==> config.mk <==
export PLATFORM = sky130hd
export DESIGN_NAME = display_enhance_standby_cmd_regs
export DESIGN_NICKNAME = d
export VERILOG_FILES = /design/src/disp_cmd_pkg.sv /design/src/standby_key_tracker.sv /design/src/display_enhance_standby_cmd_regs.sv
export SDC_FILE = /design/constraint.sdc
export NUM_CORES = 1
export LEC_CHECK = 0
export ABC_AREA = 1
export ABC_CLOCK_PERIOD_IN_PS = 2000
export BUFFER_PORTS_ARGS = -buffer_cell sky130_fd_sc_hd__buf_2
export CORE_MARGIN = 1
export CORE_UTILIZATION = 57
export CTS_CLUSTER_SIZE = 10
export DETAILED_ROUTE_END_ITERATION = 10
export HOLD_SLACK_MARGIN = 0.08
export PLACE_DENSITY = 0.78
export SETUP_SLACK_MARGIN = 0.2
export SKIP_LAST_GASP = 1
export SLEW_MARGIN = 20
export SYNTH_ARGS = -nofsm -noshare
export SYNTH_HDL_FRONTEND = slang
export SYNTH_SLANG_ARGS = --single-unit
==> constraint.sdc <==
create_clock -name clk_i -period 2 [get_ports clk_i]
set_clock_uncertainty 0.2 [all_clocks]
set_input_delay 0.4 -clock clk_i [delete_from_list [all_inputs] [get_ports clk_i]]
set_output_delay 0.4 -clock clk_i [all_outputs]
set_load 0.05 [all_outputs]
==> src/disp_cmd_pkg.sv <==
// constants for the bank 0 enhancement and deep standby command registers
// assumes commands and parameters arrive already framed by the host link
package disp_cmd_pkg;

  // ----------------------------------------------------------------
  // command codes, packet path byte and serial path high byte
  // ----------------------------------------------------------------
  localparam logic [7:0] CMD_SKIN_TONE  = 8'he4;
  localparam logic [7:0] CMD_NVM_ADDR   = 8'hea;
  localparam logic [7:0] CMD_BACKLIGHT  = 8'hee;
  localparam logic [7:0] CMD_STANDBY    = 8'hff;

  // ----------------------------------------------------------------
  // field layout and reset values
  // ----------------------------------------------------------------
  localparam logic [7:0] REG_RESET      = 8'h00;
  localparam int         SKIN_EN_BIT    = 4;
  localparam int         SKIN_LVL_LSB   = 0;
  localparam int         SKIN_LVL_W     = 2;
  localparam int         NVM_EN_BIT     = 0;
  localparam int         BL_ON_BIT      = 0;
  localparam int         BL_SEL_BIT     = 4;
  localparam int         DS_FLAG_BIT    = 7;
  localparam int         BYTE_W         = 8;
  localparam int         WORD_W         = 16;

  // ----------------------------------------------------------------
  // deep standby parameter sequence
  // ----------------------------------------------------------------
  localparam int              SEQ_KEY_CNT    = 5;
  localparam logic [39:0]     SEQ_KEYS       = {8'h00, 8'h00, 8'h00, 8'h01, 8'h77};
  localparam logic [7:0]      SEQ_ACTIVE_IDX = 8'h04;
  localparam logic [7:0]      SEQ_ENABLE_IDX = 8'h05;
  localparam logic [7:0]      SEQ_IDX_MAX    = 8'hff;
  localparam logic [7:0]      FLAG_MASK      = 8'h80;

  typedef enum logic {
    PATH_PACKET = 1'b0,
    PATH_SERIAL = 1'b1
  } path_e;

  typedef enum logic {
    ST_IDLE  = 1'b0,
    ST_PARAM = 1'b1
  } cmd_state_e;

endpackage

==> src/standby_key_tracker.sv <==
// tracks which key parameters of the deep standby sequence matched
// assumes param_we_i is a one-cycle strobe on clk_i
`timescale 1ns/100ps
`default_nettype none

module standby_key_tracker
  import disp_cmd_pkg::*;
#(
  parameter int KEY_CNT = SEQ_KEY_CNT
) (
  input  wire logic       clk_i,
  input  wire logic       resetn_i,
  input  wire logic       clear_i,
  input  wire logic       param_we_i,
  input  wire logic [7:0] idx_i,
  input  wire logic [7:0] data_i,
  output logic            lead_ok_o,
  output logic            keys_ok_o
);

  initial begin
    if (KEY_CNT != SEQ_KEY_CNT) begin
      $error("standby_key_tracker: KEY_CNT must equal the key count");
    end
  end

  logic [KEY_CNT-1:0] match_reg;
  logic [KEY_CNT-1:0] match_next;

  // ----------------------------------------------------------------
  // per key match flags
  // ----------------------------------------------------------------
  genvar k;
  generate
    for (k = 0; k < KEY_CNT; k++) begin : g_key
      logic [7:0] want;
      logic [7:0] mask;
      assign want = SEQ_KEYS[k*BYTE_W +: BYTE_W];
      // the last key byte carries the active flag in its top bit
      assign mask = (8'(k) == SEQ_ACTIVE_IDX) ? ~FLAG_MASK : 8'hff;
      always_comb begin
        match_next[k] = match_reg[k];
        if (clear_i) begin
          match_next[k] = 1'b0;
        end else if (param_we_i && (idx_i == 8'(k))) begin
          match_next[k] = ((data_i & mask) == want);
        end
      end
    end
  endgenerate

  always_ff @(posedge clk_i or negedge resetn_i) begin
    if (!resetn_i) begin
      match_reg <= '0;
    end else begin
      match_reg <= match_next;
    end
  end

  assign lead_ok_o = &match_reg[KEY_CNT-2:0];
  assign keys_ok_o = &match_reg;

endmodule

`default_nettype wire

==> src/display_enhance_standby_cmd_regs.sv <==
// bank 0 write-only command registers: skin tone, nvm address enable,
// backlight output control and the deep standby parameter sequence
// assumes the host link delivers framed words on clk_i, one per wr_i pulse
`timescale 1ns/100ps
`default_nettype none

module display_enhance_standby_cmd_regs
  import disp_cmd_pkg::*;
#(
  parameter int DATA_W = WORD_W
) (
  input  wire logic              clk_i,
  input  wire logic              resetn_i,
  input  wire logic              sw_reset_i,
  input  wire logic              path_serial_i,
  input  wire logic              wr_i,
  input  wire logic              dc_i,
  input  wire logic [DATA_W-1:0] wr_data_i,
  output logic                   skin_tone_enable_o,
  output logic [1:0]             skin_tone_level_o,
  output logic                   nvm_addr_set_enable_o,
  output logic                   backlight_output_on_o,
  output logic                   backlight_level_select_o,
  output logic                   deep_standby_enable_o,
  output logic                   deep_standby_active_o
);

  // ----------------------------------------------------------------
  // elaboration checks on widths and field positions
  // ----------------------------------------------------------------
  initial begin
    if (DATA_W != WORD_W) begin
      $error("display_enhance_standby_cmd_regs: DATA_W must be 16");
    end
    if (WORD_W != BYTE_W + BYTE_W) begin
      $error("display_enhance_standby_cmd_regs: word must be two bytes");
    end
    if (SKIN_EN_BIT >= BYTE_W) begin
      $error("display_enhance_standby_cmd_regs: skin tone enable outside the byte");
    end
    if (SKIN_LVL_W != $bits(skin_tone_level_o)) begin
      $error("display_enhance_standby_cmd_regs: skin tone level width mismatch");
    end
    if (SKIN_LVL_LSB + SKIN_LVL_W > BYTE_W) begin
      $error("display_enhance_standby_cmd_regs: skin tone level outside the byte");
    end
    if (NVM_EN_BIT >= BYTE_W) begin
      $error("display_enhance_standby_cmd_regs: nvm enable outside the byte");
    end
    if (BL_ON_BIT >= BYTE_W) begin
      $error("display_enhance_standby_cmd_regs: backlight on bit outside the byte");
    end
    if (BL_SEL_BIT >= BYTE_W) begin
      $error("display_enhance_standby_cmd_regs: backlight select outside the byte");
    end
    if (DS_FLAG_BIT >= BYTE_W) begin
      $error("display_enhance_standby_cmd_regs: standby flag outside the byte");
    end
    if (FLAG_MASK != 8'(1 << DS_FLAG_BIT)) begin
      $error("display_enhance_standby_cmd_regs: flag mask must match the flag bit");
    end
    if (SEQ_KEY_CNT < 2) begin
      $error("display_enhance_standby_cmd_regs: at least two key bytes needed");
    end
    if (int'(SEQ_ACTIVE_IDX) != SEQ_KEY_CNT - 1) begin
      $error("display_enhance_standby_cmd_regs: active flag must sit on the last key");
    end
    if (int'(SEQ_ENABLE_IDX) != SEQ_KEY_CNT) begin
      $error("display_enhance_standby_cmd_regs: enable flag must follow the keys");
    end
    if ($bits(SEQ_KEYS) != SEQ_KEY_CNT * BYTE_W) begin
      $error("display_enhance_standby_cmd_regs: key table width mismatch");
    end
  end

  // ----------------------------------------------------------------
  // command framing
  // ----------------------------------------------------------------
  cmd_state_e  state_reg;
  cmd_state_e  state_next;
  logic [7:0]  cmd_reg;
  logic [7:0]  cmd_next;
  logic [7:0]  idx_reg;
  logic [7:0]  idx_next;
  logic        param_we;
  logic [7:0]  param_byte;
  logic        cmd_we;
  path_e       path;

  assign path   = path_e'(path_serial_i);
  assign cmd_we = wr_i && !dc_i;
  // only the low byte of a parameter word carries content on either path
  assign param_byte = wr_data_i[BYTE_W-1:0];

  always_comb begin
    state_next = state_reg;
    cmd_next   = cmd_reg;
    idx_next   = idx_reg;
    param_we   = 1'b0;
    if (sw_reset_i) begin
      state_next = ST_IDLE;
      cmd_next   = REG_RESET;
      idx_next   = REG_RESET;
    end else begin
      case (state_reg)
        ST_IDLE: begin
          if (cmd_we) begin
            state_next = ST_PARAM;
            if (path == PATH_SERIAL) begin
              cmd_next = wr_data_i[WORD_W-1:BYTE_W];
              idx_next = wr_data_i[BYTE_W-1:0];
            end else begin
              cmd_next = wr_data_i[BYTE_W-1:0];
              idx_next = REG_RESET;
            end
          end
        end
        ST_PARAM: begin
          if (cmd_we) begin
            if (path == PATH_SERIAL) begin
              cmd_next = wr_data_i[WORD_W-1:BYTE_W];
              idx_next = wr_data_i[BYTE_W-1:0];
            end else begin
              cmd_next = wr_data_i[BYTE_W-1:0];
              idx_next = REG_RESET;
            end
          end else if (wr_i && dc_i) begin
            param_we = 1'b1;
            if ((path == PATH_PACKET) && (idx_reg != SEQ_IDX_MAX)) begin
              idx_next = idx_reg + 8'h01;
            end
          end
        end
        default: begin
          state_next = ST_IDLE;
        end
      endcase
    end
  end

  always_ff @(posedge clk_i or negedge resetn_i) begin
    if (!resetn_i) begin
      state_reg <= ST_IDLE;
      cmd_reg   <= REG_RESET;
      idx_reg   <= REG_RESET;
    end else begin
      state_reg <= state_next;
      cmd_reg   <= cmd_next;
      idx_reg   <= idx_next;
    end
  end

  // ----------------------------------------------------------------
  // register write decode
  // ----------------------------------------------------------------
  logic we_skin;
  logic we_nvm;
  logic we_bl;
  logic we_seq;

  // no sleep or display mode gating on any write
  always_comb begin
    we_skin = 1'b0;
    we_nvm  = 1'b0;
    we_bl   = 1'b0;
    we_seq  = 1'b0;
    if (!param_we) begin
      we_skin = 1'b0;
    end else if ((cmd_reg == CMD_SKIN_TONE) && (idx_reg == REG_RESET)) begin
      we_skin = 1'b1;
    end else if ((cmd_reg == CMD_NVM_ADDR) && (idx_reg == REG_RESET)) begin
      we_nvm = 1'b1;
    end else if ((cmd_reg == CMD_BACKLIGHT) && (idx_reg == REG_RESET)) begin
      we_bl = 1'b1;
    end else if (cmd_reg == CMD_STANDBY) begin
      we_seq = 1'b1;
    end
  end

  // ----------------------------------------------------------------
  // deep standby key tracking
  // ----------------------------------------------------------------
  logic lead_ok;
  logic keys_ok;

  standby_key_tracker #(
    .KEY_CNT (SEQ_KEY_CNT)
  ) u_keys (
    .clk_i      (clk_i),
    .resetn_i   (resetn_i),
    .clear_i    (sw_reset_i),
    .param_we_i (we_seq),
    .idx_i      (idx_reg),
    .data_i     (param_byte),
    .lead_ok_o  (lead_ok),
    .keys_ok_o  (keys_ok)
  );

  // ----------------------------------------------------------------
  // register fields
  // ----------------------------------------------------------------
  logic       skin_en_reg;
  logic       skin_en_next;
  logic [1:0] skin_lvl_reg;
  logic [1:0] skin_lvl_next;
  logic       nvm_en_reg;
  logic       nvm_en_next;
  logic       bl_on_reg;
  logic       bl_on_next;
  logic       bl_sel_reg;
  logic       bl_sel_next;
  logic       ds_en_reg;
  logic       ds_en_next;
  logic       ds_act_reg;
  logic       ds_act_next;

  always_comb begin
    skin_en_next  = skin_en_reg;
    skin_lvl_next = skin_lvl_reg;
    nvm_en_next   = nvm_en_reg;
    bl_on_next    = bl_on_reg;
    bl_sel_next   = bl_sel_reg;
    ds_en_next    = ds_en_reg;
    ds_act_next   = ds_act_reg;
    if (sw_reset_i) begin
      skin_en_next  = 1'b0;
      skin_lvl_next = '0;
      nvm_en_next   = 1'b0;
      bl_on_next    = 1'b0;
      bl_sel_next   = 1'b0;
      ds_en_next    = 1'b0;
      ds_act_next   = 1'b0;
    end else begin
      if (we_skin) begin
        skin_en_next  = param_byte[SKIN_EN_BIT];
        skin_lvl_next = param_byte[SKIN_LVL_LSB +: SKIN_LVL_W];
      end
      if (we_nvm) begin
        nvm_en_next = param_byte[NVM_EN_BIT];
      end
      if (we_bl) begin
        bl_on_next  = param_byte[BL_ON_BIT];
        bl_sel_next = param_byte[BL_SEL_BIT];
      end
      // flag bits only count after the key bytes lined up
      if (we_seq && (idx_reg == SEQ_ACTIVE_IDX) && lead_ok) begin
        ds_act_next = param_byte[DS_FLAG_BIT];
      end
      if (we_seq && (idx_reg == SEQ_ENABLE_IDX) && keys_ok) begin
        ds_en_next = param_byte[DS_FLAG_BIT];
      end
    end
  end

  // only the documented fields have flops; other parameter bits are not stored
  always_ff @(posedge clk_i or negedge resetn_i) begin
    if (!resetn_i) begin
      skin_en_reg  <= 1'b0;
      skin_lvl_reg <= '0;
      nvm_en_reg   <= 1'b0;
      bl_on_reg    <= 1'b0;
      bl_sel_reg   <= 1'b0;
      ds_en_reg    <= 1'b0;
      ds_act_reg   <= 1'b0;
    end else begin
      skin_en_reg  <= skin_en_next;
      skin_lvl_reg <= skin_lvl_next;
      nvm_en_reg   <= nvm_en_next;
      bl_on_reg    <= bl_on_next;
      bl_sel_reg   <= bl_sel_next;
      ds_en_reg    <= ds_en_next;
      ds_act_reg   <= ds_act_next;
    end
  end

  // ----------------------------------------------------------------
  // outputs
  // ----------------------------------------------------------------
  assign skin_tone_enable_o       = skin_en_reg;
  assign skin_tone_level_o        = skin_lvl_reg;
  assign nvm_addr_set_enable_o    = nvm_en_reg;
  assign backlight_output_on_o    = bl_on_reg;
  assign backlight_level_select_o = bl_sel_reg;
  assign deep_standby_enable_o    = ds_en_reg;
  assign deep_standby_active_o    = ds_act_reg;

endmodule

`default_nettype wire

==> reports/metrics.yaml <==
antenna_found_initial: 0
rsz0062_at_grt: "no"
comb_power_share_pct: 20.6
worstSetupEndpointType: "flop"
area_growth_pct: 14.0
io_buffers: 29
clock-sinks: 30
final_common_cell: "nand2_1"
setup_violations: 0
multiInputGateArea_mm2: 0.00109
grt_max_degree: 31
stdcell_count: 364
start_kind: "flop"
via_count: 1912
clockBufferDepth: 2
root_buffer: "clkbuf_4"
vias_per_cell: 5.25
clock_latency_ns: 0.34
synthCells: 282
grt_usage_pct: 28.7
hold_depth: 3
overflow: 0
holdPathEnd: "skin_tone_level_o[1]"
wire_per_inst_um: 12.8
p_leak_uw: 0.00118
powerDensity_mw_per_mm2: 580
worstHoldStart: "wr_data_i[1]"
crit_required_ns: 2.08
r2r_cells: 8
fin_ws_ns: 0.351
totalWireLength_mm: 4.65
final_area_mm2: 0.00229
min_path_type: "in2reg"
pre_cts_ws_ns: 0.277
regArea_um2: 752
maxSlewViolCount: 0
timing_hold_violations_final: 0
layout.nets: 343
start_util_pct: 59.7
rrSetupSlack_ns: 0.35
placed_area_mm2: 0.00219
clkPwrFrac_pct: 29.2
crit_path_max_fanout: 6
place_inst: 354
fillers: 324
gp_congestion: 0.870
cts_tree: "built"
syn_area_per_cell_um2: 7.12
io_pins: 30
worstPathArrival_ns: 1.73
maxCapViolCount: 0
die_w_um: 61.4
grt_pass1_wl_mm: 7.76
intPower_uw: 892
core_mm2: 0.00336
drive_gt1_share_pct: 21.7
fin_tns_setup_ns: 0
synth_seq_cells: 30
reg2reg_to: "skin_tone_enable_o"
dp_hpwl_mm: 3.63
syn_area_mm2: 0.00201
synthDistinctLibCells: 31
dr.pass1.iters: 4
htreeDepth: 2
drcViolationCount: 0
path_class: "reg2reg"
rows: 21
fin_util_pct: 68.0
die_h_um: 61.4
status: "complete, no violations"
antenna_cells: 0
synth_seq_area_share_pct: 37.4
timing.fmax_mhz: 606
peakVddDrop_v: 0.000486
period_minus_slack_ns: 1.65
ant_nets: 0
maxSlewHeadroom_pct: 55.7
final_cell_mix: "nand2_1 (86), inv_1 (33), dfrtp_1 (29), buf_2 (29), nor2_1 (26)"
post-route-period-util_pct: 82.5
grt_pass1_vias: 1688
ys_warn_count: 0
netSwitchingPower_uw: 436
synth_nets: 308
numCtsBuffers: 5
r2r-start: "idx_reg[0]"
worstMarginPinSlew_ns: 0.664
switching_share_pct: 32.9
drt_iter0_markers: 132
dieArea_mm2: 0.00376
seqPwrFrac_pct: 50.2
clkTransAtPathRegs_ns: 0.10
## cells by family after synthesis
logic type,synth area share [%]
compound gates,9.97
fa+ha+maj,2.49
buf+inv,8.78
flops,37.4
simple gates,41.4
## cell type report
class                           instances  area share, %
Clock inverter                          2          0.547
Tap cell                               46           2.52
Clock buffer                            6           2.24
Sequential cell                        30           32.9
Multi-Input combinational cell        208           47.8
Timing Repair Buffer                   32           7.44
Inverter                               40           6.62
## power by group through the flow
stage / registers [uW] / clock network [uW] / logic (uW)
finish: 666 / 388 / 274
global route: 670 / 421 / 310
CTS: 665 / 396 / 269
detailed placement: 677 / 0 / 266
global placement: 676 / 0 / 264
floorplan: 680 / 0 / 179
## worst max-delay path: stages (launching register included)
cell     delay, ns
dfrtp_1       0.41
inv_1         0.15
ha_1          0.21
nand2_2       0.07
nor2_4        0.19
nand3_2       0.13
nand2_1       0.10
nand2_1       0.05
nand2_1       0.07
## per-layer routing
layer | GRT usage, % | wire length, um | vias to the layer above
met5 | 0 | 0 | -
met4 | 10.2 | 90 | 0
met3 | 6.09 | 244 | 8
met2 | 46.0 | 2250 | 58
met1 | 38.5 | 2070 | 863
li1 | - | - | 983
## metrics by stage
| step | total power, uW | hold WS [ns] |
|---|---|---|
| after floorplan | 859 | -0.0956 |
| after global placement | 940 | 0.276 |
| after detailed placement | 944 | 0.274 |
| after CTS | 1330 | 0.160 |
| after global routing | 1400 | 0.187 |
| final | 1330 | 0.166 |
## synth_stat cells
cell | instances | area share [%]
a21boi_1 | 1 | 0.37
a21boi_4 | 1 | 0.93
a21oi_1 | 3 | 0.75
buf_2 | 2 | 0.50
buf_6 | 1 | 0.56
clkbuf_1 | 1 | 0.19
clkinv_1 | 1 | 0.19
clkinv_2 | 1 | 0.25
dfrtp_1 | 30 | 37
ha_1 | 4 | 2.5
inv_1 | 33 | 6.2
inv_2 | 5 | 0.93
nand2_1 | 87 | 16
nand2_2 | 3 | 0.93
nand2_4 | 2 | 1.1
nand3_1 | 20 | 5.0
nand3_2 | 3 | 1.5
nand3_4 | 2 | 1.7
nand4_1 | 15 | 4.7
nor2_1 | 27 | 5.0
nor2_2 | 3 | 0.93
nor2_4 | 4 | 2.2
nor2_8 | 1 | 1.0
nor3_1 | 2 | 0.50
o211ai_1 | 1 | 0.37
o21ai_0 | 15 | 3.7
o21ai_1 | 6 | 1.5
o21bai_1 | 1 | 0.37
o22ai_1 | 5 | 1.6
o31ai_1 | 1 | 0.37
or2_4 | 1 | 0.44
## what timing repair did
action                     CTS  global route
hold endpoints to repair    30             0
buffers inserted             0             1
gates resized for setup      0             5
setup endpoints to repair    0             6
hold buffers                 1             0
## worst max path at each step
| stage | from | endpoint | slack [ns] | depth (start not counted) |
|---|---|---|---|---|
| floorplan | idx_reg[1] | idx_reg[5] | 0.47 | 10 |
| global placement | idx_reg[1] | idx_reg[5] | 0.30 | 10 |
| detailed placement | idx_reg[1] | idx_reg[2] | 0.28 | 10 |
| CTS | idx_reg[1] | idx_reg[2] | 0.26 | 10 |
| global route | idx_reg[1] | idx_reg[6] | 0.22 | 10 |
| finish | idx_reg[0] | skin_tone_enable_o | 0.35 | 8 |
No activity file was read; power rests on OpenSTA's default activity.
